[src/kwd_pkg.sv]
/*
  kwd_pkg: shared constants for the keyed watchdog with soft reset.
  Assumes an 8-bit special function register space reached by a plain strobe port.
*/
package kwd_pkg;
  // ****************************************************************
  // register map
  // ****************************************************************
  localparam logic [7:0] KWD_KEY_ADDR = 8'hA6;
  localparam logic [7:0] KWD_CTRL_ADDR = 8'hA7;
  localparam logic [7:0] KWD_CTRL_RESET = 8'h00;
  // control field positions
  localparam int KWD_PS_HI = 7;
  localparam int KWD_PS_LO = 5;
  localparam int KWD_IDLE_STOP_BIT = 4;
  localparam int KWD_INHIBIT_BIT = 3;
  localparam int KWD_SOFT_FLAG_BIT = 2;
  localparam int KWD_TIMEOUT_FLAG_BIT = 1;
  localparam int KWD_RUNNING_BIT = 0;
  // key bytes
  localparam logic [7:0] KWD_FEED_KEY1 = 8'h1E;
  localparam logic [7:0] KWD_FEED_KEY2 = 8'hE1;
  localparam logic [7:0] KWD_SOFT_KEY1 = 8'h5A;
  localparam logic [7:0] KWD_SOFT_KEY2 = 8'hA5;
  // ****************************************************************
  // counting chain
  // ****************************************************************
  localparam int KWD_PRE_W = 7;
  localparam int KWD_TMR_W = 14;
  localparam int KWD_SEL_W = 3;
  localparam int KWD_RST_PULSE_CYC = 2; // length of the internal reset pulse
  // key sequence states
  typedef enum logic [1:0] {
    KWD_K_IDLE = 2'b00,
    KWD_K_FEED = 2'b01,
    KWD_K_SOFT = 2'b10
  } kwd_key_e;
endpackage : kwd_pkg

[src/kwd_watchdog.sv]
/*
  kwd_watchdog: keyed watchdog timer with software reset.
  Assumes CPU idle and power-down come as same-clock levels, the external
  reset level as a pin strap (synchronised), and that the reset pulse is
  fed back to the system reset only after this block has flagged its cause.
*/
// Design decision made here: the strobed register port.
`timescale 1ns/1ps
`default_nettype none
module kwd_watchdog
  import kwd_pkg::*;
(
  input wire logic clk,
  input wire logic arst_n,
  input wire logic [7:0] reg_addr,
  input wire logic [7:0] reg_wdata,
  input wire logic reg_wr,
  input wire logic reg_rd,
  output logic [7:0] reg_rdata,
  input wire logic cpu_idle,
  input wire logic power_down,
  input wire logic [KWD_PRE_W-1:0] timer_prescale,
  input wire logic reset_active_level,
  output logic cpu_reset,
  output logic rst_pin_out,
  output logic rst_pin_oe
);
  // ****************************************************************
  // state
  // ****************************************************************
  // the soft and time-out flags in this register are cleared by a software write or by the bus reset input,
  // which the system does not pulse on a watchdog reset
  logic [7:0] ctrl_ff;
  logic [7:0] nxt_ctrl;
  logic [7:0] rdata_ff;
  logic [7:0] nxt_rdata;
  kwd_key_e key_ff;
  kwd_key_e nxt_key;
  logic running_ff;
  logic nxt_running;
  logic [1:0] pulse_ff;
  logic [1:0] nxt_pulse;
  logic cpu_reset_ff;
  logic pin_out_ff;
  logic pin_oe_ff;
  logic [2:0] lvl_sync_ff;
  logic lvl_ff;

  // ****************************************************************
  // bus decode
  // ****************************************************************
  logic key_wr;
  logic ctrl_wr;
  logic other_wr;
  logic ctrl_rd;
  logic feed_done;
  logic soft_done;
  logic bad_seq;
  logic chain_step;
  logic chain_ovf;
  logic fire;

  assign key_wr = reg_wr && (reg_addr == KWD_KEY_ADDR);
  assign ctrl_wr = reg_wr && (reg_addr == KWD_CTRL_ADDR);
  // any write elsewhere in register space breaks a half-done sequence
  assign other_wr = reg_wr && !key_wr;
  assign ctrl_rd = reg_rd && (reg_addr == KWD_CTRL_ADDR);

  // ****************************************************************
  // key sequence decoder
  // ****************************************************************
  // reads never move the sequencer, so they pass between the keys
  always_comb begin
    nxt_key = key_ff;
    feed_done = 1'b0;
    soft_done = 1'b0;
    bad_seq = 1'b0;
    unique case (key_ff)
      KWD_K_IDLE: begin
        if (key_wr) begin
          if (reg_wdata == KWD_FEED_KEY1) begin
            nxt_key = KWD_K_FEED;
          end else if (reg_wdata == KWD_SOFT_KEY1) begin
            nxt_key = KWD_K_SOFT;
          end else begin
            bad_seq = 1'b1;
          end
        end
      end
      KWD_K_FEED: begin
        if (key_wr) begin
          nxt_key = KWD_K_IDLE;
          feed_done = (reg_wdata == KWD_FEED_KEY2);
          bad_seq = (reg_wdata != KWD_FEED_KEY2);
        end else if (other_wr) begin
          nxt_key = KWD_K_IDLE;
          bad_seq = 1'b1;
        end
      end
      KWD_K_SOFT: begin
        if (key_wr) begin
          nxt_key = KWD_K_IDLE;
          soft_done = (reg_wdata == KWD_SOFT_KEY2);
          bad_seq = (reg_wdata != KWD_SOFT_KEY2);
        end else if (other_wr) begin
          nxt_key = KWD_K_IDLE;
          bad_seq = 1'b1;
        end
      end
      default: begin
        nxt_key = KWD_K_IDLE;
      end
    endcase
  end

  // ****************************************************************
  // counting
  // ****************************************************************
  // no count in power-down; idle stops it only when asked
  assign chain_step = running_ff && !power_down &&
                      !(cpu_idle && ctrl_ff[KWD_IDLE_STOP_BIT]);

  kwd_chain u_chain (
    .clk(clk),
    .arst_n(arst_n),
    .step(chain_step),
    .clear(feed_done || !running_ff),
    .sel(ctrl_ff[KWD_PS_HI:KWD_PS_LO]),
    .prescale(timer_prescale),
    .overflow(chain_ovf)
  );

  // a reset is launched by time-out, soft key pair or bad sequence
  assign fire = chain_ovf || soft_done || bad_seq;

  // running: set by a completed 1E/E1, dropped by any reset we cause
  assign nxt_running = fire ? 1'b0 : (feed_done ? 1'b1 : running_ff);

  // ****************************************************************
  // control register
  // ****************************************************************
  // software may write select, idle-stop and inhibit, and clear flags;
  // hardware set beats a same-cycle software clear
  always_comb begin
    nxt_ctrl = ctrl_ff;
    if (ctrl_wr) begin
      nxt_ctrl[KWD_PS_HI:KWD_INHIBIT_BIT] = reg_wdata[KWD_PS_HI:KWD_INHIBIT_BIT];
      nxt_ctrl[KWD_SOFT_FLAG_BIT] = reg_wdata[KWD_SOFT_FLAG_BIT];
      nxt_ctrl[KWD_TIMEOUT_FLAG_BIT] = reg_wdata[KWD_TIMEOUT_FLAG_BIT];
    end
    if (soft_done || bad_seq) begin
      nxt_ctrl[KWD_SOFT_FLAG_BIT] = 1'b1;
    end
    if (chain_ovf || bad_seq) begin
      nxt_ctrl[KWD_TIMEOUT_FLAG_BIT] = 1'b1;
    end
    nxt_ctrl[KWD_RUNNING_BIT] = nxt_running; // writes ignored
  end

  // ****************************************************************
  // read data
  // ****************************************************************
  // the key register reads as zero: no stored key is ever visible
  assign nxt_rdata = ctrl_rd ? ctrl_ff : 8'h00;

  // ****************************************************************
  // reset pulse
  // ****************************************************************
  assign nxt_pulse = fire ? 2'(KWD_RST_PULSE_CYC) :
                     (pulse_ff != 2'h0 ? pulse_ff - 2'h1 : 2'h0);

  // strap for the pin level, caught through three stages
  always_ff @(posedge clk or negedge arst_n) begin
    if (!arst_n) begin
      lvl_sync_ff <= 3'h0;
      lvl_ff <= 1'b0;
    end else begin
      lvl_sync_ff <= {lvl_sync_ff[1:0], reset_active_level};
      if (lvl_sync_ff[1] == lvl_sync_ff[2]) begin
        lvl_ff <= lvl_sync_ff[2];
      end
    end
  end

  // main state registers
  always_ff @(posedge clk or negedge arst_n) begin
    if (!arst_n) begin
      ctrl_ff <= KWD_CTRL_RESET;
      key_ff <= KWD_K_IDLE;
      running_ff <= 1'b0;
      rdata_ff <= 8'h00;
      pulse_ff <= 2'h0;
    end else begin
      ctrl_ff <= nxt_ctrl;
      key_ff <= nxt_key;
      running_ff <= nxt_running;
      rdata_ff <= nxt_rdata;
      pulse_ff <= nxt_pulse;
    end
  end

  // registered outputs; pin drives the strap level during the pulse unless inhibited
  always_ff @(posedge clk or negedge arst_n) begin
    if (!arst_n) begin
      cpu_reset_ff <= 1'b0;
      pin_out_ff <= 1'b0;
      pin_oe_ff <= 1'b0;
    end else begin
      cpu_reset_ff <= (pulse_ff != 2'h0);
      pin_out_ff <= lvl_ff;
      pin_oe_ff <= (pulse_ff != 2'h0) && !ctrl_ff[KWD_INHIBIT_BIT];
    end
  end

  assign reg_rdata = rdata_ff;
  assign cpu_reset = cpu_reset_ff;
  assign rst_pin_out = pin_out_ff;
  assign rst_pin_oe = pin_oe_ff;
endmodule : kwd_watchdog
`default_nettype wire

[src/kwd_chain.sv]
/*
  kwd_chain: prescaler plus 14-bit timer of the watchdog.
  Assumes step, clear and period select come from logic on the same clock.
*/
`timescale 1ns/1ps
`default_nettype none
module kwd_chain
  import kwd_pkg::*;
(
  input wire logic clk,
  input wire logic arst_n,
  input wire logic step,
  input wire logic clear,
  input wire logic [KWD_SEL_W-1:0] sel,
  input wire logic [KWD_PRE_W-1:0] prescale,
  output logic overflow
);
  // ****************************************************************
  // chain
  // ****************************************************************
  logic [KWD_PRE_W-1:0] pre_ff;
  logic [KWD_PRE_W-1:0] sub_ff;
  logic [KWD_TMR_W-1:0] tmr_ff;
  logic pre_wrap;
  logic sub_wrap;
  logic [KWD_PRE_W-1:0] sub_limit;
  logic tmr_wrap;

  // the timer prescale stretches each tick by (prescale+1)
  assign pre_wrap = step && (pre_ff == prescale);
  // period select: 2^sel divider in front of the 14-bit timer
  assign sub_limit = KWD_PRE_W'((8'h01 << sel) - 8'h01);
  assign sub_wrap = pre_wrap && (sub_ff == sub_limit);
  assign tmr_wrap = sub_wrap && (&tmr_ff);
  assign overflow = tmr_wrap; // 14-bit overflow marks time-out

  // 7-bit prescaler, then 14-bit timer
  always_ff @(posedge clk or negedge arst_n) begin
    if (!arst_n) begin
      pre_ff <= '0;
      sub_ff <= '0;
      tmr_ff <= '0;
    end else if (clear) begin // feed restarts a whole period
      pre_ff <= '0;
      sub_ff <= '0;
      tmr_ff <= '0;
    end else if (step) begin
      pre_ff <= pre_wrap ? '0 : pre_ff + 1'b1;
      if (pre_wrap) begin
        sub_ff <= sub_wrap ? '0 : sub_ff + 1'b1;
      end
      if (sub_wrap) begin
        tmr_ff <= tmr_ff + 1'b1;
      end
    end
  end
endmodule : kwd_chain
`default_nettype wire

[config.mk]
export PLATFORM = sky130hd
export DESIGN_NAME = kwd_watchdog
export DESIGN_NICKNAME = d
export VERILOG_FILES = /design/src/kwd_pkg.sv /design/src/kwd_watchdog.sv /design/src/kwd_chain.sv
export SDC_FILE = /design/constraint.sdc
export NUM_CORES = 1
export LEC_CHECK = 0
export ABC_AREA = 1
export BUFFER_PORTS_ARGS = -buffer_cell sky130_fd_sc_hd__buf_4
export CAP_MARGIN = 15
export CORE_UTILIZATION = 50
export CTS_CLUSTER_SIZE = 16
export DETAILED_ROUTE_END_ITERATION = 10
export PLACE_DENSITY = 0.7
export SYNTH_ARGS = -nofsm -noshare
export SYNTH_HDL_FRONTEND = slang
export SYNTH_SLANG_ARGS = --single-unit
[constraint.sdc]
create_clock -name clk -period 4.6 [get_ports clk]
set_input_delay 0 -clock clk [delete_from_list [all_inputs] [get_ports clk]]
set_output_delay 0 -clock clk [all_outputs]
set_load 0.01 [all_outputs]
==> results of run 1 <==
-- worst max-delay path by stage --
stage / end / cells past startpoint
after floorplan: u_chain.tmr_ff[2] / 14
after global placement: u_chain.tmr_ff[2] / 14
after detailed placement: u_chain.tmr_ff[6] / 14
after CTS: u_chain.tmr_ff[6] / 14
after global routing: u_chain.tmr_ff[6] / 14
final: u_chain.tmr_ff[6] / 14
-- layout by cell type, fill, tap and decap left out, types with 2 or more instances in the layout --
master	synthesis	routed
a21oi_1	10	10
nand2_2	3	3
nand3b_1	2	2
buf_4	0	40
nor3_1	10	10
xor2_1	17	17
inv_1	62	62
nand2_1	129	129
nor2_1	65	65
nor2_2	7	7
nand4_1	13	13
clkbuf_8	0	5
o21ai_0	14	14
dlygate4sd3_1	0	5
xnor2_1	4	4
nand3_1	56	56
ha_1	8	8
dfrtp_1	55	55
-- registers in the layout, indices dropped and copies added, names as in the netlist, 2 cells and up --
signal / count
ctrl_ff: 8
key_ff: 2
lvl_sync_ff: 3
pulse_ff: 2
reg_rdata: 8
u_chain.pre_ff: 7
u_chain.sub_ff: 7
u_chain.tmr_ff: 14
-- tightest hold or removal path, stage by stage --
cell and delay (ns):
buf_4 0.13, inv_1 0.08, o21ai_0 0.08
-- power by group through the flow --
stage	Combinational (mW)	Sequential [mW]	Clock [mW]
finish	0.186	0.523	0.331
detailed placement	0.185	0.533	0
floorplan	0.110	0.535	0
global route	0.216	0.527	0.356
CTS	0.189	0.524	0.336
global placement	0.181	0.532	0
-- per-layer routing --
layer	GRT usage [%]	wire (um)	part of all wire [%]	vias to the layer above
met5	0	0	0	-
met4	4.931	61	0.86	0
met3	3.363	215	3.0	6
met2	38.88	3436	48	62
met1	27.92	3389	48	1356
li1	-	-	-	1566
-- area by class of cell --
class / count / area (sq um) / share of cell area, %
multi-input combinational: 343 / 1675 / 43.45
tap: 77 / 96.34 / 2.498
clock inverter: 3 / 46.29 / 1.201
sequential: 55 / 1376 / 35.69
clock buffer: 5 / 68.82 / 1.785
timing repair buffer: 45 / 350.3 / 9.085
inverter: 64 / 242.7 / 6.295
-- cells by family after synthesis --
logic type / after synthesis
buffers and inverters: 71
and+or+nand+nor: 287
AOI/OAI and AO/OA: 26
DFF: 55
xor gates and xnor gates: 21
adders and majority gates: 9
-- synth_stat cells --
library cell    n  area, sq um
nand2_1       129        484.2
nor2_1         65        244.0
inv_1          62        232.7
nand3_1        56        280.3
dfrtp_1        55         1376
xor2_1         17        148.9
o21ai_0        14        70.07
nand4_1        13        81.33
a21oi_1        10        50.05
nor3_1         10        50.05
ha_1            8        100.1
nor2_2          7        43.79
buf_2           4        20.02
xnor2_1         4        35.03
nand2_2         3        18.77
nand3b_1        2        15.01
a21o_1          1        7.510
buf_6           1        11.26
buf_8           1        15.01
clkbuf_1        1        3.750
inv_2           1        3.750
inv_4           1        6.260
maj3_1          1        10.01
nand2_4         1        11.26
nand2_8         1        20.02
o21ai_1         1        5.000
-- per-stage QoR --
| step | std cells | hold slack [ns] | cell area (sq um) | setup WS, ns | utilization [%] |
|---|---|---|---|---|---|
| 5_1_grt | 592 | 0.01903 | 3856 | 2.178 | 60.38 |
| 3_3_place_gp | 579 | 0.08485 | 3691 | 2.539 | 57.80 |
| 6_report | 592 | 0.007166 | 3856 | 2.400 | 60.38 |
| 3_5_place_dp | 579 | 0.09405 | 3691 | 2.456 | 57.80 |
| 4_1_cts | 592 | 0.004553 | 3856 | 2.408 | 60.38 |
| 2_1_floorplan | 469 | -0.2956 | 3344 | 2.618 | - |
==> impl_metrics.tcl, run 1 <==
set metrics [dict create \
    arrival_ns 2.44 \
    fin_skew_ns 0.01798 \
    maxSlewViolCount 0 \
    drc 0 \
    yosysWarningCount 0 \
    crit_chain "nor2_2 -> nand2_1 -> ha_1 -> nand2_1 -> inv_1 -> nor2_1 -> nand2_1 -> nor2_1 -> nand3_1 -> nor2_2 -> nand2_4 -> nand2_8 -> nand3_1 -> nand2_1" \
    drive_above_1_share_pct 12.04 \
    synthXorXnorAreaFrac_pct 5.499 \
    synth_top_family_by_area "simple AND/OR/NAND/NOR gates" \
    cts_buffers 5 \
    dp_hpwl_mm 5.381 \
    switching_share_pct 27.76 \
    critPathMaxStageDelay_ns 0.46 \
    hold_depth 3 \
    cpMaxStageDelayCell "dfrtp_1" \
    rsz0062_at_grt "false" \
    cp_common_cell "nand2_1" \
    die_y_um 83.79 \
    leakage_nw 1.957 \
    hold_class "primary input to flop" \
    n_antenna_cell 0 \
    synth.avg_cell_area_sq_um 7.131 \
    post-route-period-util_pct 47.84 \
    dr.pass1.iters 4 \
    synth-simple-area-share_pct 37.34 \
    ios 41 \
    power_frac_seq_pct 50.3 \
    hp-start "reg_wdata[6]" \
    gp_congestion 0.8713 \
    clock_tree.root_cell "clkbuf_8" \
    status "finished, final reports clean" \
    rows 29 \
    synth_compound_area_share_pct 3.966 \
    setup.worst_path.end_class "flop" \
    synthToLayoutAreaGrowth_pct 15.30 \
    initial_core_util_pct 52.37 \
    hold_viol 0 \
    num-fill-cells 617 \
    setup_viol 0 \
    reg2reg_slack_ns 2.40 \
    netlist_instances 469 \
    h-tree-depth 2 \
    worstPathRequired_ns 4.84 \
    relSlewSlack_pct 54.52 \
    yosys.cell_types.count 26 \
    portBuffers 40 \
    track_usage_pct 21.84 \
    clkTransAtPathRegs_ns 0.11 \
    worstSetupStartpointType "flop" \
    synthMuxAreaShare_pct 0 \
    cts_resized 0 \
    syn_area_sq_mm 0.003344 \
    p_per_area_mw_per_mm2 269.9 \
    regToRegEndpoint "u_chain.tmr_ff[6]" \
    power_mw 1.041 \
    crit_start "ctrl_ff[6]" \
    clk_latency_ns 0.32 \
    cts_tree "yes" \
    worst_pin_slew_ns 0.6822 \
    dr_total_vias 2990 \
    ff2ff_path_depth 14 \
    crit_family "simple AND/OR/NAND/NOR gates" \
    period_needed_ns 2.200 \
    peakVddDrop_v 0.0001413 \
    cp_num_buf_inv 1 \
    synth_fa_ha_area_share_pct 3.292 \
    postRouteAntennaNets 0 \
    antenna_found_initial 0 \
    core_area_sq_mm 0.006386 \
    max-clock-path-buffers 2 \
    p_switching_uw 288.9 \
    ys_ff_latch 55 \
    internal-power_uw 751.9 \
    critical_path_class "flop to flop" \
    grt_max_degree 56 \
    tns_ns 0 \
    gr-total-overflow 0 \
    vias_per_cell 5.051 \
    seq_area_frac_synth_pct 41.15 \
    fin_nets 552 \
    drtIter0Drc 96 \
    clockPowerShare_pct 31.8 \
    postCtsSetupBuffers 0 \
    drv_cap 0 \
    grt_pass1_vias 2931 \
    die-area_sq_mm 0.007020 \
    worstPathMaxFanout 17 \
    clock.fmax_mhz 454.5 \
    comb_power_share_pct 17.9 \
    ctsHoldBuffers 5 \
    routed_wl_mm 7.102 \
    syn_nets 507 \
    wire_per_inst_um 12.00 \
    die_width_um 83.79 \
    holdPathEnd "ctrl_ff[6]" \
    numClockSinks 55 \
    reg2reg_from "ctrl_ff[6]" \
    grt_pass1_wl_mm 12.61 \
]
Note: power is estimated with default switching activity, not from simulation.
==> inputs of run 2 (changes only) <==
--- a/config.mk
+++ b/config.mk
@@ -5,13 +5,13 @@
 export SDC_FILE = /design/constraint.sdc
 export NUM_CORES = 1
 export LEC_CHECK = 0
-export ABC_AREA = 1
+export ABC_AREA = 0
 export BUFFER_PORTS_ARGS = -buffer_cell sky130_fd_sc_hd__buf_4
 export CAP_MARGIN = 15
 export CORE_UTILIZATION = 50
 export CTS_CLUSTER_SIZE = 16
 export DETAILED_ROUTE_END_ITERATION = 10
-export PLACE_DENSITY = 0.7
+export PLACE_DENSITY = 0.71
 export SYNTH_ARGS = -nofsm -noshare
 export SYNTH_HDL_FRONTEND = slang
 export SYNTH_SLANG_ARGS = --single-unit
==> constraint.sdc (replaced) <==
create_clock -name clk -period 2.14 [get_ports clk]
set_input_delay 0 -clock clk [delete_from_list [all_inputs] [get_ports clk]]
set_output_delay 0 -clock clk [all_outputs]
set_load 0.01 [all_outputs]
==> run 2 against run 1 <==
Compared with the run above:
- the run now ends with negative setup slack left
- cell count shrank 25%
- synthesized cell count decreased by 36%
- area after synthesis fell by 11%
- worst hold slack better by 0.034 ns
- core utilization up 7.2 points
- non-clock buffer count increased by 30
- critical path type unchanged
- critical endpoint is now u_chain.tmr_ff[4]
- largest cell class unchanged
==> impl_metrics.tcl, run 2 <==
set metrics [dict create \
    clkTransAtPathRegs_ns 0.11 \
    rows 27 \
    status "complete, but fails checks" \
    gr-total-overflow 0 \
    hold_viol 0 \
    use_met1_pct 30.16 \
    yosysWarningCount 0 \
    netlist_instances 298 \
    critical_path_class "flop to flop" \
    grt_pass1_wl_mm 11.35 \
    setup_viol 25 \
    synth_compound_area_share_pct 13.34 \
    clk_latency_ns 0.31 \
    relSlewSlack_pct 53.51 \
    n_antenna_cell 0 \
    track_usage_pct 23.04 \
    seq_area_frac_synth_pct 45.99 \
    routed_wl_mm 6.692 \
    synthFlopType "dfrtp_1" \
    drtIter0Drc 213 \
    hold_class "primary input to flop" \
    p_per_area_mw_per_mm2 597.4 \
    yosys.cell_types.count 52 \
    dr_total_vias 2477 \
    use_met2_pct 39.22 \
    synth_most_common_cell "dfrtp_1" \
    final_area_sq_mm 0.003811 \
    top_usage_layer "met2" \
    rsz0062_at_grt "true" \
    syn_nets 336 \
    power_mw 2.277 \
    synthToLayoutAreaGrowth_pct 27.34 \
    worstPathRequired_ns 2.40 \
    cts_tree "yes" \
    post-route-period-util_pct 119.5 \
    drv_cap 0 \
    ys_ff_latch 55 \
    die_width_um 79.37 \
    synth.avg_cell_area_sq_um 10.04 \
    top_register "u_chain.tmr_ff" \
    postRouteAntennaNets 0 \
    synth_top_area_share_pct 45.99 \
    use_met3_pct 3.448 \
    dpl_cell_area_sq_mm 0.003581 \
    setup.worst_path.end_class "flop" \
    drc 0 \
    dp_hpwl_mm 4.670 \
    numClockSinks 55 \
    drive_above_1_share_pct 27.57 \
    leakage_nw 1.758 \
    h-tree-depth 2 \
    synthMuxAreaShare_pct 2.216 \
    die-area_sq_mm 0.006299 \
    arrival_ns 2.82 \
    fin_ws_ns -0.4180 \
    worstSetupStartpointType "flop" \
    async_flop_share_pct 100.0 \
    cts_buffers 5 \
    stdcell_count 442 \
    fin_nets 407 \
    portBuffers 40 \
    synth_edf_count 0 \
    final_cell_mix "buf_4, dfrtp_1, nand2_1" \
    antenna_found_initial 0 \
    ios 41 \
    synth-simple-area-share_pct 25.00 \
    die_y_um 79.37 \
    dp_cells 424 \
    worst_pin_slew_ns 0.6974 \
    synth_top_family_by_area "simple AND/OR/NAND/NOR gates" \
    initial_core_util_pct 53.05 \
    fin_skew_ns 0.009672 \
    layout_commonest_cell "buf_4" \
    clock.fmax_mhz 390.9 \
    tns_ns -7.357 \
    wire_per_inst_um 15.14 \
    core_area_sq_mm 0.005642 \
    vias_per_cell 5.604 \
    grt_pass1_vias 2446 \
    violations "negative setup slack" \
    yosys-top-cells-area "dfrtp_1, nand2_1, nand3_1" \
    peakVddDrop_v 0.0004256 \
    syn_area_sq_mm 0.002993 \
    gp_congestion 0.8194 \
    maxSlewViolCount 0 \
    worstPathMaxFanout 27 \
    synthXorXnorAreaFrac_pct 6.438 \
    clock_tree.root_cell "clkbuf_8" \
    grt_max_degree 56 \
    period_needed_ns 2.558 \
    dr.pass1.iters 4 \
    max-clock-path-buffers 2 \
    synth_largest_area_cell "dfrtp_1" \
    largest_reg_flops 14 \
    synth_fa_ha_area_share_pct 3.679 \
    synth_common_cells "dfrtp_1, nand2_1, nand3_1, nor2_1, o211ai_1" \
]
-- run 2: kinds of logic (layout without fill, tap and decap cells) --
family	Yosys count	in the layout
AOI/OAI and AO/OA	52	52
xor gates and xnor gates	22	22
DFF	55	55
and+or+nand+nor	133	133
adders and majority gates	9	9
buffers and inverters	21	93
muxes	6	6
-- run 2: per-stage QoR --
step           hold WS, ns  worst slack, ns  utilization (%)
4_1_cts            0.03747          -0.3977            66.93
2_1_floorplan      -0.2956          -0.2806                -
3_5_place_dp       0.09796          -0.4039            63.47
6_report           0.04130          -0.4180            67.55
3_3_place_gp       0.08577          -0.3338            63.47
5_1_grt            0.07571          -0.5275            67.55
-- run 2: layer usage --
layer,vias to the layer above,part of all wire (%)
li1,1237,-
met1,1177,47
met2,51,48
met3,12,3.2
met4,0,1.6
met5,-,0
-- run 2: worst paths after layout --
path,end,cells after the start,slack [ns],startpoint
min in group asynchronous,lvl_sync_ff[1],2,0.29,arst_n
worst max-delay path,u_chain.tmr_ff[4],9,-0.42,ctrl_ff[7]
worst min register to register,lvl_sync_ff[1],0,0.36,lvl_sync_ff[0]
max in group asynchronous,u_chain.tmr_ff[0],2,1.38,arst_n
worst min-delay path,ctrl_ff[1],4,0.04,reg_wdata[1]
worst max register to register,u_chain.tmr_ff[4],9,-0.42,ctrl_ff[7]
-- run 2: final cells by class --
type | count | area [sq um]
Multi-Input combinational cell | 222 | 1604
Clock buffer | 5 | 68.82
Sequential cell | 55 | 1376
Timing Repair Buffer | 75 | 611.8
Clock inverter | 3 | 22.52
Fill cell | 455 | 1831
Inverter | 10 | 37.54
Tap cell | 72 | 90.09
-- run 2: worst max-delay path, stage by stage, from the launching register on --
cell and delay, ns:
dfrtp_1 0.42, or3_4 0.39, ha_4 0.20, xnor2_4 0.15, xnor2_2 0.15, a2111oi_4 0.29, o211ai_4 0.14, buf_12 0.18
or4_1 0.51, nand2_1 0.08
-- run 2: report_power, final --
part | switching (mW) | internal (mW) | total (mW)
Sequential | 0.0464 | 1.10 | 1.15
Clock | 0.360 | 0.236 | 0.595
Combinational | 0.259 | 0.274 | 0.533
-- run 2: timing repair --
action,4_1_cts,5_1_grt
hold endpoints to repair,62,0
resized for setup,4,4
setup endpoints to repair,25,25
pin swaps,0,0
hold buffers,8,0
setup buffers,1,1
